$ cat src/fbost_pkg.sv
// package: command codes, states and carriers for the bank output state tracker
package fbost_pkg;
	localparam int NUM_BANKS = 16;
	localparam int BANK_W = 4;
	localparam int BLOCK_W = 7;
	// command codes (low byte of the written word)
	localparam logic [7:0] CMD_READ_ARRAY = 8'hff;
	localparam logic [7:0] CMD_READ_STATUS = 8'h70;
	localparam logic [7:0] CMD_READ_SIG = 8'h90;
	localparam logic [7:0] CMD_READ_QUERY = 8'h98;
	localparam logic [7:0] CMD_CLEAR_STATUS = 8'h50;
	localparam logic [7:0] CMD_PROG_SETUP = 8'h40;
	localparam logic [7:0] CMD_PROG_ALT = 8'h10;
	localparam logic [7:0] CMD_ERASE_SETUP = 8'h20;
	localparam logic [7:0] CMD_BUF_PROG = 8'he8;
	localparam logic [7:0] CMD_BULK_SETUP = 8'h80;
	localparam logic [7:0] CMD_CONFIRM = 8'hd0;
	localparam logic [7:0] CMD_SUSPEND = 8'hb0;
	localparam logic [7:0] CMD_LOCK_SETUP = 8'h60;
	localparam logic [7:0] CMD_OTP_SETUP = 8'hc0;
	localparam logic [7:0] CMD_BLANK_SETUP = 8'hbc;
	localparam logic [7:0] CMD_BLANK_CONFIRM = 8'hcb;
	localparam logic [7:0] CMD_LOCK_CONFIRM = 8'h01;
	localparam logic [7:0] CMD_LOCKDOWN_CONFIRM = 8'h2f;
	localparam logic [7:0] CMD_SET_CFG_CONFIRM = 8'h03;
	localparam logic [15:0] BULK_EXIT_DATA = 16'hffff;
	// per-bank output selection
	typedef enum logic [1:0] {
		FBOST_OUT_ARRAY = 2'h0,
		FBOST_OUT_STATUS = 2'h1,
		FBOST_OUT_SIG = 2'h3,
		FBOST_OUT_QUERY = 2'h2
	} fbost_out_type;
	// command front end states
	typedef enum logic [3:0] {
		FBOST_READY = 4'h0,
		FBOST_PROG_SETUP = 4'h1,
		FBOST_PROG_BUSY = 4'h3,
		FBOST_ERASE_SETUP = 4'h2,
		FBOST_ERASE_BUSY = 4'h6,
		FBOST_BUF_SETUP = 4'h7,
		FBOST_BUF_BUSY = 4'h5,
		FBOST_SUSPEND = 4'h4,
		FBOST_LOCK_SETUP = 4'hc,
		FBOST_OTP_SETUP = 4'hd,
		FBOST_OTP_BUSY = 4'hf,
		FBOST_BLANK_SETUP = 4'he,
		FBOST_BLANK_BUSY = 4'ha,
		FBOST_BULK_SETUP = 4'hb,
		FBOST_BULK_BUSY = 4'h9,
		FBOST_ILLEGAL = 4'h8
	} fbost_state_type;
	// one bus write as seen by the front end
	typedef struct packed {
		logic [BANK_W-1:0] bank;
		logic [BLOCK_W-1:0] block;
		logic [15:0] data;
	} fbost_write_type;
endpackage

$ cat src/fbost_tracker.sv
// command front end and per-bank output state tracker
`timescale 1ns/100ps
`default_nettype none
module fbost_tracker #(
	parameter int NUM_BANKS = fbost_pkg::NUM_BANKS
) (
	input wire logic CLK_SYS,
	input wire logic RST_N,
	input wire logic WR_STB,
	input wire fbost_pkg::fbost_write_type WR_IN,
	input wire logic [fbost_pkg::BANK_W-1:0] RD_BANK,
	input wire logic PEC_DONE,
	output fbost_pkg::fbost_out_type RD_SEL,
	output logic RD_MATCH,
	output fbost_pkg::fbost_state_type FE_STATE,
	output logic PEC_START,
	output logic CMD_ILLEGAL,
	output logic CMD_IGNORED
);
	import fbost_pkg::*;

	fbost_state_type state_ff, nxt_state;
	logic [BANK_W-1:0] cmd_bank_ff;
	logic [BLOCK_W-1:0] first_block_ff;
	logic susp_ff;
	logic out_wr;
	fbost_out_type out_val;
	logic [1:0] mem_rd;
	logic start_ff, ill_ff, ign_ff, match_ff;
	fbost_out_type sel_ff;
	// second cycle of a dropped setup pair is swallowed as well
	logic drop_ff;
	logic [7:0] code;
	logic busy;

	initial begin
		if (NUM_BANKS < 1 || NUM_BANKS > (1 << BANK_W)) begin
			$error("fbost_tracker: bank count out of range");
		end
	end

	function automatic logic known_code(input logic [7:0] c);
		case (c)
			CMD_READ_ARRAY, CMD_READ_STATUS, CMD_READ_SIG, CMD_READ_QUERY, CMD_CLEAR_STATUS,
			CMD_PROG_SETUP, CMD_PROG_ALT, CMD_ERASE_SETUP, CMD_BUF_PROG, CMD_BULK_SETUP,
			CMD_CONFIRM, CMD_SUSPEND, CMD_LOCK_SETUP, CMD_OTP_SETUP, CMD_BLANK_SETUP,
			CMD_BLANK_CONFIRM, CMD_LOCK_CONFIRM, CMD_LOCKDOWN_CONFIRM, CMD_SET_CFG_CONFIRM: known_code = 1'b1;
			default: known_code = 1'b0;
		endcase
	endfunction

	function automatic logic is_busy(input fbost_state_type s);
		is_busy = (s == FBOST_PROG_BUSY) || (s == FBOST_ERASE_BUSY) || (s == FBOST_BUF_BUSY) ||
			(s == FBOST_OTP_BUSY) || (s == FBOST_BLANK_BUSY) || (s == FBOST_BULK_BUSY);
	endfunction

	assign code = WR_IN.data[7:0];
	assign busy = is_busy(state_ff);

	// next front end state: depends on state, suspend and drop flags, the written word and block, and completion, never on bank outputs
	always_comb begin
		nxt_state = state_ff;
		if (WR_STB && !drop_ff) begin
			case (state_ff)
				FBOST_READY, FBOST_SUSPEND, FBOST_ILLEGAL: begin
					case (code)
						CMD_PROG_SETUP, CMD_PROG_ALT: nxt_state = FBOST_PROG_SETUP;
						CMD_ERASE_SETUP: nxt_state = susp_ff ? state_ff : FBOST_ERASE_SETUP;
						CMD_BUF_PROG: nxt_state = FBOST_BUF_SETUP;
						CMD_BULK_SETUP: nxt_state = susp_ff ? state_ff : FBOST_BULK_SETUP;
						CMD_LOCK_SETUP: nxt_state = FBOST_LOCK_SETUP;
						CMD_OTP_SETUP: nxt_state = susp_ff ? state_ff : FBOST_OTP_SETUP;
						CMD_BLANK_SETUP: nxt_state = susp_ff ? state_ff : FBOST_BLANK_SETUP;
						CMD_CONFIRM: nxt_state = susp_ff ? FBOST_ERASE_BUSY : state_ff;
						default: nxt_state = known_code(code) ? state_ff : FBOST_ILLEGAL;
					endcase
				end
				FBOST_PROG_SETUP: nxt_state = FBOST_PROG_BUSY;
				FBOST_OTP_SETUP: nxt_state = FBOST_OTP_BUSY;
				FBOST_ERASE_SETUP: nxt_state = (code == CMD_CONFIRM) ? FBOST_ERASE_BUSY : FBOST_ILLEGAL;
				FBOST_BUF_SETUP: nxt_state = (code == CMD_CONFIRM) ? FBOST_BUF_BUSY : FBOST_BUF_SETUP;
				FBOST_BLANK_SETUP: nxt_state = (code == CMD_BLANK_CONFIRM) ? FBOST_BLANK_BUSY : FBOST_ILLEGAL;
				FBOST_BULK_SETUP: nxt_state = (code == CMD_CONFIRM) ? FBOST_BULK_BUSY : FBOST_ILLEGAL;
				FBOST_LOCK_SETUP: begin
					case (code)
						CMD_LOCK_CONFIRM, CMD_LOCKDOWN_CONFIRM, CMD_CONFIRM, CMD_SET_CFG_CONFIRM:
							nxt_state = susp_ff ? FBOST_SUSPEND : FBOST_READY;
						default: nxt_state = FBOST_ILLEGAL;
					endcase
				end
				FBOST_BULK_BUSY: begin
					// leaving bulk mode needs all-ones data outside the first block
					if (WR_IN.data == BULK_EXIT_DATA && WR_IN.block != first_block_ff) begin
						nxt_state = FBOST_READY;
					end
				end
				FBOST_PROG_BUSY, FBOST_ERASE_BUSY, FBOST_BUF_BUSY: begin
					if (code == CMD_SUSPEND && !susp_ff && state_ff == FBOST_ERASE_BUSY) begin
						nxt_state = FBOST_SUSPEND;
					end
				end
				default: nxt_state = state_ff;
			endcase
		end
		// completion wins over a write landing in the same cycle
		if (busy && PEC_DONE && state_ff != FBOST_BULK_BUSY) begin
			nxt_state = (susp_ff && state_ff != FBOST_ERASE_BUSY) ? FBOST_SUSPEND : FBOST_READY;
		end
	end

	always_ff @(posedge CLK_SYS) begin
		if (!RST_N) begin
			state_ff <= FBOST_READY;
		end else begin
			state_ff <= nxt_state;
		end
	end

	// suspend flag: erase is parked while a program may run
	always_ff @(posedge CLK_SYS) begin
		if (!RST_N) begin
			susp_ff <= 1'b0;
		end else if (state_ff == FBOST_ERASE_BUSY && nxt_state == FBOST_SUSPEND) begin
			susp_ff <= 1'b1;
		end else if (state_ff == FBOST_SUSPEND && nxt_state == FBOST_ERASE_BUSY) begin
			susp_ff <= 1'b0;
		end
	end

	always_ff @(posedge CLK_SYS) begin
		if (!RST_N) begin
			drop_ff <= 1'b0;
		end else if (WR_STB) begin
			drop_ff <= !drop_ff && busy && (code == CMD_LOCK_SETUP || code == CMD_OTP_SETUP);
		end
	end

	always_ff @(posedge CLK_SYS) begin
		if (!RST_N) begin
			cmd_bank_ff <= '0;
			first_block_ff <= '0;
		end else if (WR_STB) begin
			cmd_bank_ff <= WR_IN.bank;
			if (state_ff == FBOST_BULK_SETUP) begin
				first_block_ff <= WR_IN.block;
			end
		end
	end

	// output selection written only into the addressed bank
	always_comb begin
		out_wr = 1'b0;
		out_val = FBOST_OUT_STATUS;
		if (WR_STB && !drop_ff && !(busy && (code == CMD_LOCK_SETUP || code == CMD_OTP_SETUP))) begin
			case (code)
				CMD_READ_ARRAY: begin
					out_wr = !busy;
					out_val = FBOST_OUT_ARRAY;
				end
				CMD_READ_SIG: begin
					out_wr = 1'b1;
					out_val = FBOST_OUT_SIG;
				end
				CMD_READ_QUERY: begin
					out_wr = 1'b1;
					out_val = FBOST_OUT_QUERY;
				end
				CMD_SET_CFG_CONFIRM: begin
					out_wr = (state_ff == FBOST_LOCK_SETUP);
					out_val = FBOST_OUT_ARRAY;
				end
				CMD_LOCK_CONFIRM, CMD_LOCKDOWN_CONFIRM: out_wr = 1'b0;
				default: out_wr = 1'b1;
			endcase
		end
	end

	fbost_bank_mem #(
		.DEPTH(NUM_BANKS),
		.AW(BANK_W)
	) u_mem (
		.CLK_SYS(CLK_SYS),
		.RST_N(RST_N),
		.wr_en(out_wr),
		.wr_addr(WR_IN.bank),
		.wr_data(out_val),
		.rd_addr(RD_BANK),
		.rd_data_ff(mem_rd)
	);

	// read selection holds only when read bank is the command bank
	always_ff @(posedge CLK_SYS) begin
		if (!RST_N) begin
			match_ff <= 1'b0;
		end else begin
			match_ff <= (RD_BANK == cmd_bank_ff);
		end
	end

	// output flop costs a cycle of read latency but keeps the pin glitch free
	always_ff @(posedge CLK_SYS) begin
		if (!RST_N) begin
			sel_ff <= FBOST_OUT_ARRAY;
		end else begin
			sel_ff <= match_ff ? fbost_out_type'(mem_rd) : FBOST_OUT_ARRAY;
		end
	end

	always_ff @(posedge CLK_SYS) begin
		if (!RST_N) begin
			start_ff <= 1'b0;
			ill_ff <= 1'b0;
			ign_ff <= 1'b0;
		end else begin
			start_ff <= is_busy(nxt_state) && !busy;
			ill_ff <= WR_STB && nxt_state == FBOST_ILLEGAL && state_ff != FBOST_ILLEGAL;
			ign_ff <= WR_STB && !drop_ff && busy && (code == CMD_LOCK_SETUP || code == CMD_OTP_SETUP);
		end
	end

	assign RD_SEL = sel_ff;
	assign RD_MATCH = match_ff;
	assign FE_STATE = state_ff;
	assign PEC_START = start_ff;
	assign CMD_ILLEGAL = ill_ff;
	assign CMD_IGNORED = ign_ff;
endmodule
`default_nettype wire

$ cat src/fbost_bank_mem.sv
// memory of per-bank output states with registered read port
`timescale 1ns/100ps
`default_nettype none
module fbost_bank_mem #(
	parameter int DEPTH = 16,
	parameter int AW = 4
) (
	input wire logic CLK_SYS,
	input wire logic RST_N,
	input wire logic wr_en,
	input wire logic [AW-1:0] wr_addr,
	input wire logic [1:0] wr_data,
	input wire logic [AW-1:0] rd_addr,
	output logic [1:0] rd_data_ff
);
	logic [1:0] mem_ff [DEPTH];

	initial begin
		if (DEPTH > (1 << AW) || DEPTH < 1) begin
			$error("fbost_bank_mem: depth does not fit address width");
		end
	end

	always_ff @(posedge CLK_SYS) begin
		for (int i = 0; i < DEPTH; i++) begin
			if (!RST_N) begin
				mem_ff[i] <= 2'h0;
			end else if (wr_en && wr_addr == AW'(i)) begin
				mem_ff[i] <= wr_data;
			end
		end
	end

	always_ff @(posedge CLK_SYS) begin
		if (!RST_N) begin
			rd_data_ff <= 2'h0;
		end else begin
			rd_data_ff <= mem_ff[rd_addr];
		end
	end
endmodule
`default_nettype wire

$ cat config.mk
export PLATFORM = sky130hd
export DESIGN_NAME = fbost_tracker
export DESIGN_NICKNAME = d
export VERILOG_FILES = /design/src/fbost_pkg.sv /design/src/fbost_tracker.sv /design/src/fbost_bank_mem.sv
export SDC_FILE = /design/constraint.sdc
export NUM_CORES = 1
export LEC_CHECK = 0
export BUFFER_PORTS_ARGS = -buffer_cell sky130_fd_sc_hd__clkbuf_2
export CAP_MARGIN = 20
export CORE_ASPECT_RATIO = 0.5
export CORE_MARGIN = 2
export CORE_UTILIZATION = 45
export CTS_CLUSTER_DIAMETER = 200
export DETAILED_ROUTE_END_ITERATION = 10
export PLACE_DENSITY = 0.62
export SLEW_MARGIN = 20
export SYNTH_ARGS = -nofsm -noshare
export SYNTH_HDL_FRONTEND = slang
export SYNTH_SLANG_ARGS = --single-unit
$ cat constraint.sdc
create_clock -name CLK_SYS -period 6.9 [get_ports CLK_SYS]
set_input_delay 0.345 -clock CLK_SYS [delete_from_list [all_inputs] [get_ports CLK_SYS]]
set_output_delay 0.345 -clock CLK_SYS [all_outputs]
set_load 0.02 [all_outputs]
==> metrics.md, run 1 <==
| Metric | Value |
|---|---|
| Status | finished clean |
| Met3 Use GR | 0.0491 |
| Crit path max-delay family | simple AND/OR/NAND/NOR gates |
| Antenna-violating nets left | 0 |
| Peak VDD IR | 0.000207 V |
| Met2 usage | 0.358 |
| Initial antenna violation count | 0 |
| Cell Area, Synth | 0.00359 sq mm |
| Die ar. | 0.00875 sq mm |
| TritonCTS Buffers | 9 |
| Fin nets | 435 |
| Final WL | 8320 um |
| Element type at the critical path end | register |
| Fin. max-slew vios | 0 |
| Power per cell area | 218 mW/mm^2 |
| CTS tree | done |
| Max clock buf depth | 2 |
| CTS root buf | clkbuf_16 |
| PortBufs | 44 |
| Multi-input logic area | 0.00193 sq mm |
| Drt via density | 5.89 |
| Flops & latches, synth | 57 |
| Slowest-stage cell, CP | dfxtp_1 |
| Data required time at the worst endpoint | 6.93 ns |
| Detailed placement HPWL | 5960 um |
| Router iterations before antenna repair | 5 |
| Initial DRC Count | 301 |
| Cell count after synthesis | 375 |
| Critical path class | register to register |
| Via Count | 3020 |
| I/O pin cnt | 45 |
| Layout area overhead | 13.3% |
| Clock Power Share | 0.460 |
| Setup TNS | 0 ns |
| RSZ-0062 raised after global routing | no |
| Asr flop ratio synth | 0 |
| Worst hold-check path type | input port to register |
| Crit path DAT | 3.12 ns |
| CP Launch Type | register |
| Number of diodes | 0 |
| Leakage | 0.00153 uW |
| Worst Path Max Fanout | 19 |
| Worst slew pin tran | 0.733 ns |
| Top FF cell, synth | edfxtp_1 |
| # setup viols final | 0 |
| Total of fill cells in the finished design | 668 |
| Reg area | 0.00146 sq mm |
| Power share of the combinational group | 0.111 |
| Largest net degree at the start of global routing | 27 |
| Clock sink total | 57 |
| GP Congestion | 0.923 |
| Tmin final | 3.09 ns |
| First-pass GRT wire length | 13600 um |
| Clk Latency, worst-skew pair | 0.32 ns |
| Die X-Extent | 130 um |
| H-tree depth | 3 |
| Switching pwr | 202 uW |
| Final Cycle Share | 0.448 |
| Remaining DRCs | 0 |
| Clk_skew | 0.00424 ns |
| Total Power | 887 uW |
| Seq/Total Area, Yosys | 0.407 |
| Core area | 0.00751 sq mm |
| Hold Buf Count CTS | 0 |
| Initial Utilization | 0.477 |
| Residual overflow from global routing | 0 |
| Critical Path, Cell by Cell | xor2_1 -> mux2_2 -> nor4_1 -> nor2_1 -> and2_1 -> nor2b_1 -> nand2b_1 -> o21ai_0 |
| Vias in the first global route | 2849 |
| Syn Area/Cell | 9.57 sq um |
| Sw frac | 0.228 |
| Die H | 67.1 um |
| Clock slew at reported path FFs | 0.05 ns |
| Sequential share of power | 0.429 |
| Setup Fix Bufs, Post-CTS | 0 |
| Synth Net Count | 410 |
| Num rows | 22 |
| Peak Freq | 0.324 GHz |
| Internal power | 685 uW |
| Buffers & Inverters on Critical Path | 0 |
| Layout cells sized above 1 | 0.210 |
| GR peak layer | met2 |
| Post-CTS Resized | 0 |
| Syn. warnings | 0 |
| Number of synthesized flops with an enable pin | 32 |
| Netlist cell types | 65 |
| Max_cap viols | 0 |
| Relative slew slack | 0.511 |
| CP peak stage delay | 0.73 ns |
| Final Hold Vio Count | 0 |
| Met1 Usage GRT | 0.258 |
| GRT Overall Usage | 0.204 |
| Routed len/inst | 16.2 um |
tightest hold or removal path, delay by kind of cell:
kind,cells,cell delay (ns)
buffers and inverters,1,0.10
multiplexers,1,0.06
AND/OR/NAND/NOR,1,0.07
per-layer routing:
metal | up-vias | share of wire
li1 | 1441 | -
met1 | 1446 | 0.44
met2 | 125 | 0.49
met3 | 8 | 0.064
met4 | 0 | 0.0083
met5 | - | 0
final cells by class:
type                            count  area share
Clock buffer                       14      0.0678
Clock inverter                      2     0.00246
Inverter                            7     0.00647
Multi-Input combinational cell    281       0.476
Sequential cell                    57       0.360
Tap cell                          108      0.0333
Timing Repair Buffer               44      0.0542
worst paths after layout:
path                                     startpoint  slack (ns)                  to  cells past startpoint
worst max register to register          FE_STATE[2]        3.81  u_mem.mem_ff[4][1]                      8
worst min register to register  u_mem.rd_data_ff[1]        0.46           RD_SEL[1]                      1
worst min-delay path                      WR_IN[22]        0.30   first_block_ff[6]                      3
worst max-delay path                    FE_STATE[2]        3.81  u_mem.mem_ff[4][1]                      8
state kept, by name (all words and copies together), names as in the netlist:
name	count
drop_ff	1
susp_ff	1
u_mem.mem_ff	32
cmd_bank_ff	4
CMD_IGNORED	1
FE_STATE	4
u_mem.rd_data_ff	2
CMD_ILLEGAL	1
RD_SEL	2
RD_MATCH	1
PEC_START	1
first_block_ff	7
cell families after synthesis:
group / count (synthesis) / synth area share
compound gates: 70 / 0.135
flops: 57 / 0.407
xor+xnor: 21 / 0.0513
mux: 25 / 0.105
simple gates: 165 / 0.247
buf+inv: 37 / 0.0534
through the flow:
stage	util	std cells	worst slack (ns)	hold WS, ns	area, sq um
finish	0.541	513	3.81	0.300	4060
floorplan	-	375	4.24	0.444	3590
global route	0.541	513	3.50	0.320	4060
detailed placement	0.503	497	3.89	0.455	3780
global placement	0.503	497	4.04	0.447	3780
CTS	0.541	513	3.87	0.294	4060
synth_stat cells (all sizes together), types with 5 or more instances:
cell | instances | area (sq um)
nor2 | 61 | 229
and4 | 5 | 50.1
buf | 11 | 73.8
clkbuf | 19 | 91.3
a22oi | 5 | 37.5
and2 | 8 | 52.6
o31ai | 6 | 58.8
nor4 | 6 | 52.6
nand2b | 5 | 31.3
nand2 | 26 | 100
and3 | 9 | 57.6
a21oi | 7 | 38.8
nor3 | 5 | 25.0
mux2i | 13 | 130
inv | 5 | 18.8
edfxtp | 32 | 961
nand3 | 8 | 40.0
dfxtp | 25 | 500
xor2 | 8 | 70.1
xnor2 | 13 | 114
o21ai | 25 | 125
nand4 | 7 | 43.8
mux4 | 10 | 225
nor2b | 7 | 43.8
power by group through the flow:
stage                     combinational [uW]  clock, uW  sequential, uW
final                                   98.2        408             380
after detailed placement                97.0          0             387
after CTS                               97.5        416             380
after global routing                     107        432             381
after floorplan                         71.5          0             383
after global placement                  95.0          0             386
layout by cell type, fill, tap and decap left out, drive strengths merged, types with 2 or more instances in the layout:
master / n
mux2: 2
nor4b: 2
mux4: 10
nor4: 6
a31oi: 4
or4: 3
and3b: 2
clkbuf: 58
nor4bb: 3
a22oi: 5
o211ai: 2
dfxtp: 25
a21oi: 7
o21a: 2
nor2b: 7
nor3: 5
and4: 5
nand2: 26
nand4: 7
o22ai: 2
o41a: 2
nor2: 61
nand2b: 5
o21ai: 25
edfxtp: 32
clkinv: 4
a21o: 2
o2111ai: 2
xor2: 8
a32oi: 4
o31ai: 6
xnor2: 13
nor3b: 4
and3: 9
inv: 5
and2: 8
mux2i: 13
nand3: 8
(Power assumes the default switching activity.)
==> inputs of run 2 (changes only) <==
PLACE_DENSITY = 0.65   (was 0.62)
clock period = 2.8 ns   (was 6.9 ns; I/O delays follow)
==> metrics.md, run 2 (synthesis gave the netlist of run 1 again) <==
| Metric | Value |
|---|---|
| Status | finished clean |
| Num rows | 22 (unchanged) |
| Vias in the first global route | 2941 (+3.2%) |
| Relative slew slack | 0.523 (+0.0126) |
| Reg2reg start | FE_STATE[2] |
| Setup TNS | 0 ns (unchanged) |
| Max reg flops | 32 (unchanged) |
| Total of fill cells in the finished design | 669 (+0.15%) |
| Flop-to-flop setup slack | 0.24 ns (-3.57 ns) |
| Sequential share of power | 0.435 (+0.006) |
| Die ar. | 0.00875 sq mm (unchanged) |
| Max_cap viols | 0 (unchanged) |
| Most common cell after layout, fill and taps aside | nor2_1 |
| PortBufs | 44 (unchanged) |
| Critical path class | register to register |
| Initial DRC Count | 289 (-4.0%) |
| Largest net degree at the start of global routing | 27 (unchanged) |
| Most flops, register | u_mem.mem_ff |
| CTS root buf | clkbuf_16 |
| GP Congestion | 0.879 (-4.8%) |
| Detailed placement HPWL | 6320 um (+6.1%) |
| Initial antenna violation count | 0 (unchanged) |
| Initial Utilization | 0.477 (unchanged) |
| First-pass GRT wire length | 14000 um (+2.7%) |
| Sw frac | 0.242 (+0.0141) |
| Clk Latency, worst-skew pair | 0.32 ns (about the same) |
| Clock Power Share | 0.443 (-0.017) |
| CP Launch Type | register |
| H-tree depth | 3 (unchanged) |
| Clock slew at reported path FFs | 0.05 ns (about the same) |
| Power share of the combinational group | 0.122 (+0.011) |
| # setup viols final | 0 (unchanged) |
| Die X-Extent | 130 um (unchanged) |
| Internal power | 1620 uW (+140%) |
| Antenna-violating nets left | 0 (unchanged) |
| Post-Place Cells | 511 (+2.8%) |
| Peak VDD IR | 0.000353 V (+71%) |
| Die H | 67.1 um (unchanged) |
| Worst hold stages | 3 (unchanged) |
| Worst hold-check path type | input port to register |
| Leakage | 0.00159 uW (+3.5%) |
| TritonCTS Buffers | 9 (unchanged) |
| RSZ-0062 raised after global routing | no |
| Power per cell area | 515 mW/mm^2 (+140%) |
| Via Count | 3046 (+0.86%) |
| Max clock buf depth | 2 (unchanged) |
| Setup Fix Bufs, Post-CTS | 0 (unchanged) |
| Final Cycle Share | 0.915 (+0.467) |
| Data required time at the worst endpoint | 3.02 ns (-3.91 ns) |
| Most frequent cells in the layout | 61 x nor2_1, 44 x clkbuf_2, 32 x edfxtp_1 |
| Fin nets | 449 (+3.2%) |
| Final WL | 8680 um (+4.3%) |
| Reg area | 0.00146 sq mm (unchanged) |
| Hold wc startpoint | WR_IN[18] |
| Crit path DAT | 2.78 ns (-0.34 ns) |
| Fin. max-slew vios | 0 (unchanged) |
| Clock sink total | 57 (unchanged) |
| Peak Freq | 0.390 GHz (+21%) |
| Final non-filler cell total | 527 (+2.7%) |
| Router iterations before antenna repair | 5 (unchanged) |
| RR Endpoint | susp_ff |
| Drt via density | 5.78 (-1.8%) |
| Switching pwr | 516 uW (+160%) |
| CTS tree | done |
| Residual overflow from global routing | 0 (unchanged) |
| Hold EP | first_block_ff[2] |
| Remaining DRCs | 0 (unchanged) |
| Number of diodes | 0 (unchanged) |
| Worst Reg-to-Reg Cells | 10 (+2) |
| GRT Overall Usage | 0.213 (+0.00874) |
| Routed len/inst | 16.5 um (+1.5%) |
| Worst Path Max Fanout | 18 (-1) |
| Layout area overhead | 15.5% |
| I/O pin cnt | 45 (unchanged) |
| Element type at the critical path end | register |
| Leading registers by flop count | u_mem.mem_ff x32, first_block_ff x7 |
| Worst slew pin tran | 0.708 ns (-0.0244 ns) |
| Layout cells sized above 1 | 0.236 (+0.0264) |
| Clk_skew | 0.00498 ns (+0.000740 ns) |
| Tmin final | 2.56 ns (-0.528 ns) |
| Final Hold Vio Count | 0 (unchanged) |
| Core area | 0.00751 sq mm (unchanged) |
| Multi-input logic area | 0.00194 sq mm (+0.13%) |
## run 2: cell count changes in the layout (fill, tap and decap cells not counted), sizes merged
cell	previous run	this run
buf	0	14
clkbuf	58	57
clkinvlp	0	1
## run 2: stage by stage
step / setup slack (ns) / util / hold slack [ns] / cell area, sq um / power, uW
6_report: 0.237 / 0.551 / 0.0866 / 4140 / 2130
5_1_grt: 0.0486 / 0.551 / 0.0923 / 4140 / 2210
4_1_cts: 0.168 / 0.551 / 0.0793 / 4140 / 2150
3_5_place_dp: 0.228 / 0.517 / 0.420 / 3880 / 1200
3_3_place_gp: 0.236 / 0.517 / 0.398 / 3880 / 1190
2_1_floorplan: 0.143 / - / 0.284 / 3590 / 1120
## run 2: worst max-delay path by stage
stage	slack [ns]	cells after the start	start	to
floorplan	0.14	10	FE_STATE[2]	u_mem.mem_ff[0][0]
global placement	0.24	9	WR_IN[4]	susp_ff
detailed placement	0.23	8	WR_IN[2]	u_mem.mem_ff[0][0]
CTS	0.17	9	FE_STATE[3]	u_mem.mem_ff[0][1]
global route	0.05	10	FE_STATE[2]	susp_ff
finish	0.24	10	FE_STATE[2]	susp_ff
## run 2: area by class of cell
class / instances / area share
Timing Repair Buffer: 58 / 0.0785
Clock buffer: 13 / 0.0580
Multi-Input combinational cell: 281 / 0.468
Tap cell: 108 / 0.0326
Clock inverter: 3 / 0.00423
Inverter: 7 / 0.00634
Sequential cell: 57 / 0.353
## run 2: layer usage
layer / global-route usage / routed length (um)
met4: 0.0659 / 111
met1: 0.251 / 3610
met2: 0.385 / 4480
met5: 0 / 0
met3: 0.0586 / 480
## run 2: what timing repair did
action	CTS	global route
hold buffers	0	0
setup endpoints to repair	0	2
resized for setup	0	1
## run 2: critical path: stages (launching register included)
cell and delay, ns:
dfxtp_1 0.31, buf_4 0.20, xnor2_1 0.36, xnor2_1 0.09, o21ai_0 0.35, o21ai_0 0.16, o22ai_1 0.18, nor3b_1 0.08
buf_4 0.16, o41a_1 0.36, a41o_1 0.20
## run 2: power by group through the flow
| stage | combinational (uW) | sequential, uW | clock [uW] |
|---|---|---|---|
| 6_report | 261 | 928 | 944 |
| 5_1_grt | 285 | 930 | 991 |
| 4_1_cts | 259 | 928 | 959 |
| 3_5_place_dp | 258 | 944 | 0 |
| 3_3_place_gp | 252 | 942 | 0 |
| 2_1_floorplan | 176 | 944 | 0 |
==> inputs of run 3 (changes only) <==
PLACE_DENSITY = 0.62   (was 0.65)
clock period = 2.55 ns   (was 2.8 ns; I/O delays follow)
==> metrics.md, run 3 (synthesis gave the netlist of run 1 again) <==
| Metric | Value |
|---|---|
| Initial antenna violation count | 0 (unchanged) |
| Most common cell after layout, fill and taps aside | nor2_1 |
| Clk_skew | 0.00715 ns (+0.00217 ns) |
| # setup viols final | 0 (unchanged) |
| Number of diodes | 0 (unchanged) |
| TritonCTS Buffers | 9 (unchanged) |
| Tmin final | 2.44 ns (-0.122 ns) |
| Initial Utilization | 0.477 (unchanged) |
| First-pass GRT wire length | 14400 um (+3.2%) |
| Power per cell area | 572 mW/mm^2 (+11%) |
| Multi-input logic area | 0.00195 sq mm (+0.84%) |
| Clk Latency, worst-skew pair | 0.32 ns (about the same) |
| Post-CTS Resized | 0 (unchanged) |
| Max clock buf depth | 2 (unchanged) |
| Clock Power Share | 0.464 (+0.021) |
| Data required time at the worst endpoint | 2.54 ns (-0.48 ns) |
| Switching pwr | 560 uW (+8.5%) |
| Clock sink total | 57 (unchanged) |
| CTS tree | done |
| Antenna-violating nets left | 0 (unchanged) |
| Critical path class | register to register |
| Reg area | 0.00146 sq mm (unchanged) |
| Die ar. | 0.00875 sq mm (unchanged) |
| Sw frac | 0.226 (-0.0164) |
| RSZ-0062 raised after global routing | yes |
| Hold Buf Count CTS | 0 (unchanged) |
| Routed len/inst | 16.4 um (-0.41%) |
| Fin. max-slew vios | 0 (unchanged) |
| Remaining DRCs | 0 (unchanged) |
| Status | finished clean |
| Final WL | 8970 um (+3.4%) |
| Total Power | 2480 uW (+16%) |
| Die X-Extent | 130 um (unchanged) |
| PortBufs | 44 (unchanged) |
| Most flops, register | u_mem.mem_ff |
| Num rows | 22 (unchanged) |
| Worst slew pin tran | 0.436 ns (-0.273 ns) |
| Internal power | 1920 uW (+19%) |
| I/O pin cnt | 45 (unchanged) |
| CTS root buf | clkbuf_16 |
| Worst Path Max Fanout | 18 (unchanged) |
| Residual overflow from global routing | 0 (unchanged) |
| Element type at the critical path end | register |
| Total of fill cells in the finished design | 678 (+1.3%) |
| Router iterations before antenna repair | 5 (unchanged) |
| Power share of the combinational group | 0.126 (+0.004) |
| Final Hold Vio Count | 0 (unchanged) |
| Die H | 67.1 um (unchanged) |
| Detailed placement HPWL | 6790 um (+7.3%) |
| Final Cycle Share | 0.957 (+0.0420) |
| Max reg flops | 32 (unchanged) |
| Largest net degree at the start of global routing | 26 (-3.7%) |
| Layout cells sized above 1 | 0.278 (+0.0416) |
| Relative slew slack | 0.710 (+0.186) |
| Worst setup margin | 0.109 ns (-0.128 ns) |
| Initial DRC Count | 310 (+7.3%) |
| Crit path DAT | 2.44 ns (-0.34 ns) |
| Leading registers by flop count | u_mem.mem_ff x32, first_block_ff x7 |
| Max_cap viols | 0 (unchanged) |
| Drt via density | 5.75 (-0.59%) |
| CP Launch Type | register |
| GP Congestion | 0.890 (+1.3%) |
| Vias in the first global route | 3094 (+5.2%) |
| Leakage | 0.00170 uW (+7.0%) |
| Setup Fix Bufs, Post-CTS | 0 (unchanged) |
| Layout area overhead | 21.1% |
| Peak VDD IR | 0.000382 V (+8.3%) |
| Sequential share of power | 0.411 (-0.024) |
| Fin nets | 469 (+4.5%) |
| Peak Freq | 0.410 GHz (+5.0%) |
| Most frequent cells in the layout | 61 x nor2_1, 44 x clkbuf_2, 34 x buf_4 |
| Clock slew at reported path FFs | 0.05 ns (about the same) |
| Pre-CTS setup slack | 0.0127 ns (-0.215 ns) |
| H-tree depth | 3 (unchanged) |
| Core area | 0.00751 sq mm (unchanged) |
| GRT Overall Usage | 0.217 (+0.00485) |
| Worst hold-check path type | input port to register |
| Via Count | 3143 (+3.2%) |
-- run 3: changes by cell type in the layout (fill, tap and decap cells not counted), moves of 2 or more --
cell and change:
clkinv_2 -2, buf_4 +20, o21ai_1 +2, o21ai_0 -2
-- run 3: final timing paths --
path	start	slack [ns]	to	cells past startpoint
setup / recovery	FE_STATE[2]	0.11	u_mem.mem_ff[6][1]	7
hold / removal	WR_IN[17]	0.08	first_block_ff[1]	3
setup reg to reg	FE_STATE[2]	0.11	u_mem.mem_ff[6][1]	7
hold reg to reg	u_mem.rd_data_ff[1]	0.46	RD_SEL[1]	1
-- run 3: cell type report --
type | instances | area share
multi-input combinational | 281 | 0.450
sequential | 57 | 0.337
timing repair buffer | 78 | 0.109
clock buffer | 14 | 0.0585
tap | 108 | 0.0311
clock inverter | 2 | 0.00864
inverter | 7 | 0.00605
-- run 3: power groups by stage --
stage | Clock [uW] | Combinational, uW | Sequential (uW)
after CTS | 1160 | 307 | 1020
after global routing | 1200 | 339 | 1020
final | 1150 | 312 | 1020
after detailed placement | 0 | 306 | 1040
after floorplan | 0 | 194 | 1040
after global placement | 0 | 299 | 1030
-- run 3: through the flow --
step           std cells  hold WS (ns)  TNS [ns]  area [sq um]  utilization
3_3_place_gp         531         0.389         0          4030        0.537
6_report             547        0.0841         0          4340        0.578
3_5_place_dp         531         0.412         0          4030        0.537
4_1_cts              547        0.0853         0          4320        0.575
5_1_grt              547         0.106   -0.0771          4340        0.578
2_1_floorplan        375         0.271         0          3590            -
-- run 3: routing by layer --
layer,track usage,vias to the layer above,routed length (um)
met5,0,-,0
met3,0.0475,16,578
met4,0.0806,0,116
li1,-,1507,-
met2,0.389,100,4460
met1,0.263,1520,3810
-- run 3: critical path, stage by stage, from the launching register on --
cell     delay (ns)
dfxtp_1        0.34
buf_4          0.23
nand2_1        0.12
o41ai_1        0.37
and2_1         0.26
nor2b_1        0.23
nand2_1        0.24
o21ai_0        0.32
